[src/shared/osd_ctrl_pkg.sv]
// constants, field positions and types for the overlay control block
package osd_ctrl_pkg;
  // ---------------------------------------------------------------
  // register addresses
  // ---------------------------------------------------------------
  localparam logic [7:0] ADDR_FRAME_DEFAULTS = 8'h9c;
  localparam logic [7:0] ADDR_CONTROL_ONE = 8'hc1;
  localparam logic [7:0] ADDR_VERTICAL_ORIGIN = 8'hc2;
  // ---------------------------------------------------------------
  // values after reset and writable masks
  // ---------------------------------------------------------------
  localparam logic [7:0] RST_FRAME_DEFAULTS = 8'h22;
  localparam logic [7:0] RST_CONTROL_ONE = 8'h00;
  localparam logic [7:0] RST_VERTICAL_ORIGIN = 8'h01;
  localparam logic [7:0] MASK_FRAME_DEFAULTS = 8'hef;
  localparam logic [7:0] MASK_CONTROL_ONE = 8'hff;
  localparam logic [7:0] MASK_VERTICAL_ORIGIN = 8'h3f;
  localparam logic [7:0] READ_UNMAPPED = 8'h00;
  // ---------------------------------------------------------------
  // frame defaults fields
  // ---------------------------------------------------------------
  localparam int DEF_BG_HI = 7;
  localparam int DEF_BG_LO = 5;
  localparam int DEF_RESERVED = 4;
  localparam int DEF_VDOUBLE = 3;
  localparam int DEF_HDOUBLE = 2;
  localparam int DEF_SUBMODE_HI = 1;
  localparam int DEF_SUBMODE_LO = 0;
  // ---------------------------------------------------------------
  // control one fields
  // ---------------------------------------------------------------
  localparam int CTL_SPLIT = 7;
  localparam int CTL_MESH = 6;
  localparam int CTL_FRAME_MODE = 5;
  localparam int CTL_HSYNC_POL = 4;
  localparam int CTL_VSYNC_POL = 3;
  localparam int CTL_OUT_POL = 2;
  localparam int CTL_BLINK_RATE = 1;
  localparam int CTL_ENABLE = 0;
  // ---------------------------------------------------------------
  // vertical origin and blink
  // ---------------------------------------------------------------
  localparam int ORIGIN_W = 6;
  localparam int LINES_PER_STEP = 4;
  localparam int BLINK_CNT_W = 6;
  localparam int BLINK_BIT_SLOW = 5;
  localparam int BLINK_BIT_FAST = 4;
  typedef enum logic [1:0] {
    SUB_SUPERIMPOSE,
    SUB_NW_SHADOW,
    SUB_BOX,
    SUB_BORDER
  } submode_t;
endpackage

[src/shared/sync_if.sv]
// normalized sync levels and leading-edge pulses between modules
`timescale 1ns/1ps
interface sync_if;
  logic hs_norm;
  logic vs_norm;
  logic hs_lead;
  logic vs_lead;
  modport source (output hs_norm, output vs_norm, output hs_lead, output vs_lead);
  modport sink (input hs_norm, input vs_norm, input hs_lead, input vs_lead);
endinterface // sync_if

[src/hw/osd_control.sv]
// overlay control registers, working defaults, blink and colour output stage
`timescale 1ns/1ps
// How it works
// each vsync reloads working background, size and sub-mode from defaults, unless a defaults write or leading space plus return is in that cycle
// defaults register resets to 22h: blue box background, single dots
// working defaults change on defaults write or leading space plus return
// defaults bits 7..5 background red green blue; bit 4 reserved
// defaults bit 3 doubles dot height to two scan lines
// defaults bit 2 doubles dot width to two overlay clocks
// defaults bits 1..0 select superimpose, nw shadow, box, border
// split space latched per frame; second space always transparent
// control bit 6 enables meshing
// control bit 5: tv mode blanks on characters, frame mode on active lines
// control bit 4 selects horizontal sync input polarity
// control bit 3 selects vertical sync input polarity
// control bit 2 sets polarity of colour and fast blank outputs
// control bit 1 blink at vsync over 32 or 64, half duty
// control bit 0 clear holds colour and blank outputs inactive
// display starts four times origin scan lines after sync reference
// software keeps origin at one or more
// line counter advances per hsync, cleared by vsync
// normalized horizontal sync is always active high
// reserved register bits read zero and ignore writes
module osd_control #(
  parameter int LINE_W = 10
) (
  // clock and reset
  input wire logic CORE_CLK,
  input wire logic RESET_N,
  // special function register port
  input wire logic [7:0] SFR_ADDR,
  input wire logic SFR_WR,
  input wire logic [7:0] SFR_WDATA,
  input wire logic SFR_RD,
  output logic [7:0] SFR_RDATA,
  // sync pins
  input wire logic HSYNC_IN,
  input wire logic VSYNC_IN,
  // character renderer side
  input wire logic CHAR_PIXEL,
  input wire logic [2:0] CHAR_RGB,
  input wire logic SPACE2_PIXEL,
  input wire logic LEAD_SPACE_CR,
  input wire logic [7:0] LEAD_DEFAULTS,
  // working settings to the renderer
  output logic [2:0] WORK_BG_RGB,
  output logic WORK_VDOUBLE,
  output logic WORK_HDOUBLE,
  output osd_ctrl_pkg::submode_t WORK_SUBMODE,
  output logic SPLIT_SPACE_FIRST_EN,
  output logic MESH_EN,
  output logic BLINK_PHASE,
  // sync and display window
  output logic HSYNC_NORM,
  output logic VSYNC_NORM,
  output logic DISPLAY_START,
  output logic DISPLAY_REGION,
  // video outputs
  output logic RED,
  output logic GREEN,
  output logic BLUE,
  output logic FAST_BLANK
);
  import osd_ctrl_pkg::*;

  // ---------------------------------------------------------------
  // state
  // ---------------------------------------------------------------
  typedef struct packed {
    logic [7:0] defaults;
    logic [7:0] control;
    logic [7:0] origin;
    logic [7:0] rdata;
    logic [7:0] work;
    logic split_frame;
    logic [BLINK_CNT_W-1:0] vs_cnt;
    logic blink;
    logic red;
    logic green;
    logic blue;
    logic fb;
  } ctl_state_t;

  ctl_state_t state_ff;
  ctl_state_t nxt_state;

  sync_if sif ();

  logic wr_def;
  logic wr_ctl;
  logic wr_org;
  logic rd_def;
  logic enable;
  logic out_pol;
  logic frame_mode;
  logic active_line;
  logic fb_val;
  logic [2:0] rgb_val;

  // ---------------------------------------------------------------
  // sync path and vertical window
  // ---------------------------------------------------------------
  sync_normalizer u_sync (
    .clk(CORE_CLK),
    .rst_n(RESET_N),
    .hsync_pin(HSYNC_IN),
    .vsync_pin(VSYNC_IN),
    .hs_pol(state_ff.control[CTL_HSYNC_POL]),
    .vs_pol(state_ff.control[CTL_VSYNC_POL]),
    .sif(sif)
  );

  vertical_origin_counter #(
    .LINE_W(LINE_W)
  ) u_vcnt (
    .clk(CORE_CLK),
    .rst_n(RESET_N),
    .sif(sif),
    .origin(state_ff.origin[ORIGIN_W-1:0]),
    .start_pulse(DISPLAY_START),
    .region_active(DISPLAY_REGION)
  );

  // ---------------------------------------------------------------
  // decode
  // ---------------------------------------------------------------
  assign wr_def = SFR_WR && SFR_ADDR == ADDR_FRAME_DEFAULTS;
  assign wr_ctl = SFR_WR && SFR_ADDR == ADDR_CONTROL_ONE;
  assign wr_org = SFR_WR && SFR_ADDR == ADDR_VERTICAL_ORIGIN;
  assign rd_def = SFR_RD && SFR_ADDR == ADDR_FRAME_DEFAULTS;
  assign enable = state_ff.control[CTL_ENABLE];
  assign out_pol = state_ff.control[CTL_OUT_POL];
  assign frame_mode = state_ff.control[CTL_FRAME_MODE];
  assign active_line = !sif.hs_norm && !sif.vs_norm;

  // ---------------------------------------------------------------
  // next state
  // ---------------------------------------------------------------
  always_comb begin
    nxt_state = state_ff;
    // reserved bits masked on write
    if (wr_def) begin
      nxt_state.defaults = SFR_WDATA & MASK_FRAME_DEFAULTS;
    end
    if (wr_ctl) begin
      nxt_state.control = SFR_WDATA & MASK_CONTROL_ONE;
    end
    if (wr_org) begin
      nxt_state.origin = SFR_WDATA & MASK_VERTICAL_ORIGIN;
    end

    // read answer stands one cycle, unmapped reads zero
    nxt_state.rdata = READ_UNMAPPED;
    if (SFR_RD) begin
      case (SFR_ADDR)
        ADDR_FRAME_DEFAULTS: nxt_state.rdata = state_ff.defaults;
        ADDR_CONTROL_ONE: nxt_state.rdata = state_ff.control;
        ADDR_VERTICAL_ORIGIN: nxt_state.rdata = state_ff.origin;
        default: nxt_state.rdata = READ_UNMAPPED;
      endcase
    end

    // vsync reload of working defaults
    if (sif.vs_lead) begin
      nxt_state.work = state_ff.defaults;
    end
    // leading space and return code load
    if (LEAD_SPACE_CR) begin
      nxt_state.work = LEAD_DEFAULTS & MASK_FRAME_DEFAULTS;
    end
    // software write takes effect at once, winning over both
    if (wr_def) begin
      nxt_state.work = SFR_WDATA & MASK_FRAME_DEFAULTS;
    end

    // split space sampled once per frame
    if (sif.vs_lead) begin
      nxt_state.split_frame = state_ff.control[CTL_SPLIT];
      nxt_state.vs_cnt = state_ff.vs_cnt + BLINK_CNT_W'(1);
    end
    // blink from frame counter, half duty by construction
    nxt_state.blink = nxt_state.control[CTL_BLINK_RATE] ?
      nxt_state.vs_cnt[BLINK_BIT_SLOW] : nxt_state.vs_cnt[BLINK_BIT_FAST];

    // fast blank source by background mode; second space transparent
    fb_val = !SPACE2_PIXEL && (frame_mode ? active_line : CHAR_PIXEL);
    rgb_val = 3'h0;
    if (fb_val) begin
      rgb_val = CHAR_PIXEL ? CHAR_RGB : state_ff.work[DEF_BG_HI:DEF_BG_LO];
    end
    // disabled overlay idles at inactive level
    if (!enable) begin
      fb_val = 1'b0;
      rgb_val = 3'h0;
    end
    // common output polarity
    nxt_state.red = rgb_val[2] ^ ~out_pol;
    nxt_state.green = rgb_val[1] ^ ~out_pol;
    nxt_state.blue = rgb_val[0] ^ ~out_pol;
    nxt_state.fb = fb_val ^ ~out_pol;
  end

  // ---------------------------------------------------------------
  // registers
  // ---------------------------------------------------------------
  always_ff @(posedge CORE_CLK or negedge RESET_N) begin
    if (!RESET_N) begin
      state_ff <= '0;
      // defaults reset value
      state_ff.defaults <= RST_FRAME_DEFAULTS;
      state_ff.work <= RST_FRAME_DEFAULTS;
      state_ff.control <= RST_CONTROL_ONE;
      state_ff.origin <= RST_VERTICAL_ORIGIN;
      // outputs idle inactive for the reset polarity (active low)
      state_ff.red <= 1'b1;
      state_ff.green <= 1'b1;
      state_ff.blue <= 1'b1;
      state_ff.fb <= 1'b1;
    end else begin
      state_ff <= nxt_state;
    end
  end

  // ---------------------------------------------------------------
  // outputs
  // ---------------------------------------------------------------
  assign SFR_RDATA = state_ff.rdata;
  // background colour field
  assign WORK_BG_RGB = state_ff.work[DEF_BG_HI:DEF_BG_LO];
  // dot height doubling
  assign WORK_VDOUBLE = state_ff.work[DEF_VDOUBLE];
  // dot width doubling
  assign WORK_HDOUBLE = state_ff.work[DEF_HDOUBLE];
  // sub-mode field
  assign WORK_SUBMODE = submode_t'(state_ff.work[DEF_SUBMODE_HI:DEF_SUBMODE_LO]);
  assign SPLIT_SPACE_FIRST_EN = state_ff.split_frame;
  // meshing enable
  assign MESH_EN = state_ff.control[CTL_MESH];
  assign BLINK_PHASE = state_ff.blink;
  assign HSYNC_NORM = sif.hs_norm;
  assign VSYNC_NORM = sif.vs_norm;
  assign RED = state_ff.red;
  assign GREEN = state_ff.green;
  assign BLUE = state_ff.blue;
  assign FAST_BLANK = state_ff.fb;
endmodule // osd_control

[src/hw/sync_normalizer.sv]
// sync pin synchronisers, polarity selection and leading-edge detection
`timescale 1ns/1ps
module sync_normalizer (
  // clock and reset
  input wire logic clk,
  input wire logic rst_n,
  // pins and polarity
  input wire logic hsync_pin,
  input wire logic vsync_pin,
  input wire logic hs_pol,
  input wire logic vs_pol,
  // normalized sync
  sync_if.source sif
);
  import osd_ctrl_pkg::*;

  // idle pin level for the polarity that control resets to
  localparam logic HS_IDLE = ~RST_CONTROL_ONE[CTL_HSYNC_POL];
  localparam logic VS_IDLE = ~RST_CONTROL_ONE[CTL_VSYNC_POL];

  typedef struct packed {
    logic hs_meta;
    logic hs_sync;
    logic vs_meta;
    logic vs_sync;
    logic hs_norm;
    logic vs_norm;
    logic hs_lead;
    logic vs_lead;
  } norm_state_t;

  norm_state_t state_ff;
  norm_state_t nxt_state;

  always_comb begin
    nxt_state = state_ff;
    nxt_state.hs_meta = hsync_pin;
    nxt_state.hs_sync = state_ff.hs_meta;
    nxt_state.vs_meta = vsync_pin;
    nxt_state.vs_sync = state_ff.vs_meta;
    // hsync polarity select, active high after
    nxt_state.hs_norm = state_ff.hs_sync ^ ~hs_pol;
    // vsync polarity select
    nxt_state.vs_norm = state_ff.vs_sync ^ ~vs_pol;
    // a polarity change mid-line can fake one edge; harmless, next sync realigns
    nxt_state.hs_lead = nxt_state.hs_norm & ~state_ff.hs_norm;
    nxt_state.vs_lead = nxt_state.vs_norm & ~state_ff.vs_norm;
  end

  always_ff @(posedge clk or negedge rst_n) begin
    if (!rst_n) begin
      // start at the idle pin level, else release fakes a sync lead
      state_ff <= '0;
      state_ff.hs_meta <= HS_IDLE;
      state_ff.hs_sync <= HS_IDLE;
      state_ff.vs_meta <= VS_IDLE;
      state_ff.vs_sync <= VS_IDLE;
    end else begin
      state_ff <= nxt_state;
    end
  end

  assign sif.hs_norm = state_ff.hs_norm;
  assign sif.vs_norm = state_ff.vs_norm;
  assign sif.hs_lead = state_ff.hs_lead;
  assign sif.vs_lead = state_ff.vs_lead;
endmodule // sync_normalizer

[src/hw/vertical_origin_counter.sv]
// scan line counter from vertical sync and display start detection
`timescale 1ns/1ps
module vertical_origin_counter #(
  parameter int LINE_W = 10
) (
  // clock and reset
  input wire logic clk,
  input wire logic rst_n,
  // sync and origin
  sync_if.sink sif,
  input wire logic [osd_ctrl_pkg::ORIGIN_W-1:0] origin,
  // display start
  output logic start_pulse,
  output logic region_active
);
  import osd_ctrl_pkg::*;

  typedef struct packed {
    logic [LINE_W-1:0] line_cnt;
    logic start;
    logic region;
  } vcnt_state_t;

  vcnt_state_t state_ff;
  vcnt_state_t nxt_state;
  logic [LINE_W-1:0] target;
  logic [LINE_W-1:0] line_inc;

  assign target = LINE_W'(origin) * LINE_W'(LINES_PER_STEP);
  assign line_inc = state_ff.line_cnt + LINE_W'(1);

  always_comb begin
    nxt_state = state_ff;
    nxt_state.start = 1'b0;
    // clear on vsync
    if (sif.vs_lead) begin
      nxt_state.line_cnt = '0;
      nxt_state.region = 1'b0;
    end else if (sif.hs_lead) begin
      // saturate so a missing vsync never wraps into a false start
      if (line_inc != '0) begin
        nxt_state.line_cnt = line_inc;
      end
      // start after four lines per step; zero never starts
      if (origin != '0 && line_inc == target && !state_ff.region) begin
        nxt_state.start = 1'b1;
        nxt_state.region = 1'b1;
      end
    end
  end

  always_ff @(posedge clk or negedge rst_n) begin
    if (!rst_n) begin
      state_ff <= '0;
    end else begin
      state_ff <= nxt_state;
    end
  end

  assign start_pulse = state_ff.start;
  assign region_active = state_ff.region;
endmodule // vertical_origin_counter

[config.mk]
export PLATFORM = sky130hd
export DESIGN_NAME = osd_control
export DESIGN_NICKNAME = d
export VERILOG_FILES = /design/src/shared/osd_ctrl_pkg.sv /design/src/shared/sync_if.sv /design/src/hw/osd_control.sv /design/src/hw/sync_normalizer.sv /design/src/hw/vertical_origin_counter.sv
export SDC_FILE = /design/constraint.sdc
export NUM_CORES = 1
export LEC_CHECK = 0
export ABC_AREA = 1
export BUFFER_PORTS_ARGS = -buffer_cell sky130_fd_sc_hd__buf_2
export CORE_ASPECT_RATIO = 0.5
export CORE_UTILIZATION = 56
export DETAILED_ROUTE_END_ITERATION = 10
export PLACE_DENSITY = 0.77
export SLEW_MARGIN = 20
export SYNTH_ARGS = -nofsm -noshare
export SYNTH_HDL_FRONTEND = slang
export SYNTH_SLANG_ARGS = --single-unit
export TNS_END_PERCENT = 50
[constraint.sdc]
create_clock -name CORE_CLK -period 1.7 [get_ports CORE_CLK]
set_input_delay 0.34 -clock CORE_CLK [delete_from_list [all_inputs] [get_ports CORE_CLK]]
set_output_delay 0.34 -clock CORE_CLK [all_outputs]
set_load 0.03 [all_outputs]
==> results.sh <==
export IMPL_yosysMostFrequentCell="nand2_1"
export IMPL_cts_tree="built"
export IMPL_synth_compound_area_share_pct=7.42
export IMPL_insertion_delay_ps=330
export IMPL_worstSetupPathType="flip-flop to flip-flop"
export IMPL_slowest_delay_ps=400
export IMPL_gp_congestion=0.882
export IMPL_rr_worst_depth=11
export IMPL_arrival_ps=1890
export IMPL_start_util_pct=60.6
export IMPL_post_route_util_pct=75.7
export IMPL_synthDistinctLibCells=32
export IMPL_critPathSlowestCell="dfrtp_1"
export IMPL_fin_crit_sh_pct=95.1
export IMPL_drcViolationCount=0
export IMPL_vdd_ir_drop_worst_mv=0.610
export IMPL_crit_buf_inv=2
export IMPL_dr_pass1_iters=5
export IMPL_core_area_um2=5730
export IMPL_synth_seq_cells=68
export IMPL_crit_fanout=5
export IMPL_wire_per_inst_um=14.1
export IMPL_grt_ovfl_total=0
export IMPL_dpl_cell_area_um2=3850
export IMPL_ys_async_sr_fraction_pct=100
export IMPL_die_w_um=113
export IMPL_power_density_nw_per_um2=1090
export IMPL_synth_warnings=0
export IMPL_finish_instance_area_um2=4340
export IMPL_skew_ps=3.65
export IMPL_root_buffer="clkbuf_16"
export IMPL_vias=3051
export IMPL_path_delay_family="simple AND/OR/NAND/NOR gates"
export IMPL_synthTopCellsByCount="nand2_1, dfrtp_1, inv_1, nand3_1, o21ai_0"
export IMPL_min_period_ps=1620
export IMPL_fin_cells=592
export IMPL_grt_pass1_vias=2808
export IMPL_synth_cells=436
export IMPL_holdCritPathClass="input port to flip-flop"
export IMPL_nNetsFinal=542
export IMPL_synthAdderAreaFrac_pct=1.08
export IMPL_grt_max_degree=60
export IMPL_viasPerCell=5.15
export IMPL_dieArea_um2=6540
export IMPL_cp_start_kind="flip-flop"
export IMPL_cts_buffers_inserted=9
export IMPL_clk_pin_slew_ps=50
export IMPL_hold_viol_final=0
export IMPL_worstPathRequired_ps=1970
export IMPL_path_cells="buf_4 -> nand3_4 -> nor2_4 -> buf_4 -> nand3b_1 -> nand2_2 -> nor2_4 -> nand3_4 -> nand2_4 -> nand2_1 -> nand2_1"
export IMPL_synth_nets=475
export IMPL_drv_cap=0
export IMPL_tightest_slew_ps=355
export IMPL_syn_area_per_cell_um2=7.97
export IMPL_relSlewSlack_pct=76.3
export IMPL_synth_enable_flop_cells=0
export IMPL_area_growth_pct=24.8
export IMPL_critPathCaptureType="flip-flop"
export IMPL_finalPower_w=0.00473
export IMPL_synth_top_family_by_area="simple AND/OR/NAND/NOR gates"
export IMPL_synth_area_leaders="dfrtp_1, nand2_1, dfstp_2, inv_1, nand3_1"
export IMPL_htree_num_levels=3
export IMPL_antenna_found_initial=0
export IMPL_synth_top_area_share_pct=39.6
export IMPL_ios=62
export IMPL_cts_buffer_depth=2
export IMPL_status="complete, no violations"
export IMPL_drv_slew=0
export IMPL_die_h_um=57.7
export IMPL_cp_depth=11
export IMPL_dp_hpwl_mm=5.65
export IMPL_drtAntennaViolNets=0
export IMPL_yosysSeqAreaShare_pct=49.4
export IMPL_synth_top_area_cell="dfrtp_1"
export IMPL_setup_viol=0
export IMPL_layout_drive_gt1_share_pct=27.0
export IMPL_grt_pass1_wl_mm=13.4
export IMPL_p_leak_nw=2.28
export IMPL_clock_sinks=68
export IMPL_portBuffers=60
export IMPL_synth_xor_area_share_pct=2.27
export IMPL_drt_iter0_drc=181
export IMPL_antennaDiodeCount=0
export IMPL_grt_usage_pct=27.2
export IMPL_yosys_most_used_dff="dfrtp_1"
export IMPL_min_path_cells=1
export IMPL_clock_fmax_ghz=0.618
export IMPL_synth_mux_area_share_pct=0
export IMPL_totalWireLength_mm=8.33
export IMPL_synth_area_um2=3470
export IMPL_rows=19
export IMPL_post_place_cells=573
export IMPL_synth_simple_area_share_pct=30.1
worst paths after layout:
| kind | start | endpoint | slack [ps] |
|---|---|---|---|
| setup reg to reg | u_vcnt.state_ff[2] | u_vcnt.state_ff[11] | 80 |
| hold / removal | VSYNC_IN | u_sync.nxt_state[4] | 110 |
| setup / recovery | u_vcnt.state_ff[2] | u_vcnt.state_ff[11] | 80 |
| min in group asynchronous | RESET_N | u_vcnt.start_pulse | 410 |
| max in group asynchronous | RESET_N | WORK_SUBMODE[1] | 670 |
| hold reg to reg | u_sync.nxt_state[6] | u_sync.state_ff[6] | 350 |
state kept, by name, summed over array words and instances, names as in the netlist, 2 cells and up:
register / flops
state_ff: 23
u_sync.state_ff: 2
SFR_RDATA: 8
u_sync.nxt_state: 2
WORK_SUBMODE: 2
WORK_BG_RGB: 3
u_vcnt.state_ff: 10
routing by layer:
layer | track usage, % | wire (um)
met5 | 0 | 0
met4 | 8.08 | 95
met3 | 7.53 | 498
met2 | 44.8 | 4050
met1 | 35.9 | 3690
power by group:
part | switching, W | internal, W
Clock | 0.000694 | 0.00162
Combinational | 0.000338 | 0.000199
Sequential | 0.000111 | 0.00176
cell families (layout without fill, tap and decap cells):
logic type	Yosys count	after routing
DFF	68	68
and+or+nand+nor	245	246
xor gates and xnor gates	9	9
adders and majority gates	3	3
AOI/OAI and AO/OA	44	44
buffers and inverters	67	138
per-stage QoR:
step                      setup slack [ps]  hold WS, ps  setup TNS (ps)
after CTS                             8.80          100               0
after detailed placement             -9.29          222           -11.4
after global placement                51.2          224               0
after global routing                 -29.1          102            -115
final                                 82.9          107               0
after floorplan                        168         44.4               0
worst reg2reg max path, cell delays in order (launching register included):
cell and delay, ps:
dfrtp_1 400, buf_4 170, nand3_4 110, nor2_4 60, buf_4 130, nand3b_1 80
nand2_2 90, nor2_4 140, nand3_4 120, nand2_4 120, nand2_1 60, nand2_1 60
cell type report:
| class | instances | area, um2 |
|---|---|---|
| Sequential cell | 68 | 1720 |
| Multi-Input combinational cell | 302 | 1520 |
| Fill cell | 430 | 1390 |
| Timing Repair Buffer | 76 | 448 |
| Clock buffer | 10 | 239 |
| Inverter | 46 | 173 |
| Clock inverter | 6 | 135 |
| Tap cell | 84 | 105 |
placed cells by master, fill, tap and decap left out, types with 3 or more instances in the layout:
cell type  netlist  routed
o211ai_1         3       3
nand2_1        180     173
nor2_1          17      12
o21ai_2          6       6
nand3b_1         3       3
buf_2            1      60
xnor2_1          3       3
o21ai_0         26      26
nor2_4           0       3
a21oi_1          6       6
clkbuf_16        0       9
nand2_2          0       6
nand3_1         27      26
nor2_2           1       3
or2_2            3       3
nand2_4          1       3
bufinv_16        0       4
buf_4           13      13
inv_1           45      44
nand4_1          6       6
xor2_1           6       6
dfrtp_1         55      53
dfstp_2         13      13
repair_timing:
| action | in CTS | in global routing |
|---|---|---|
| gates resized for setup | 2 | 23 |
| setup endpoints to repair | 10 | 12 |
| hold buffers | 1 | 0 |
| gates cloned | 0 | 1 |
| endpoints found under the hold margin | 9 | 0 |
| buffers inserted | 0 | 1 |
| pin swaps | 0 | 7 |
Note: power is estimated with default switching activity, not from simulation.
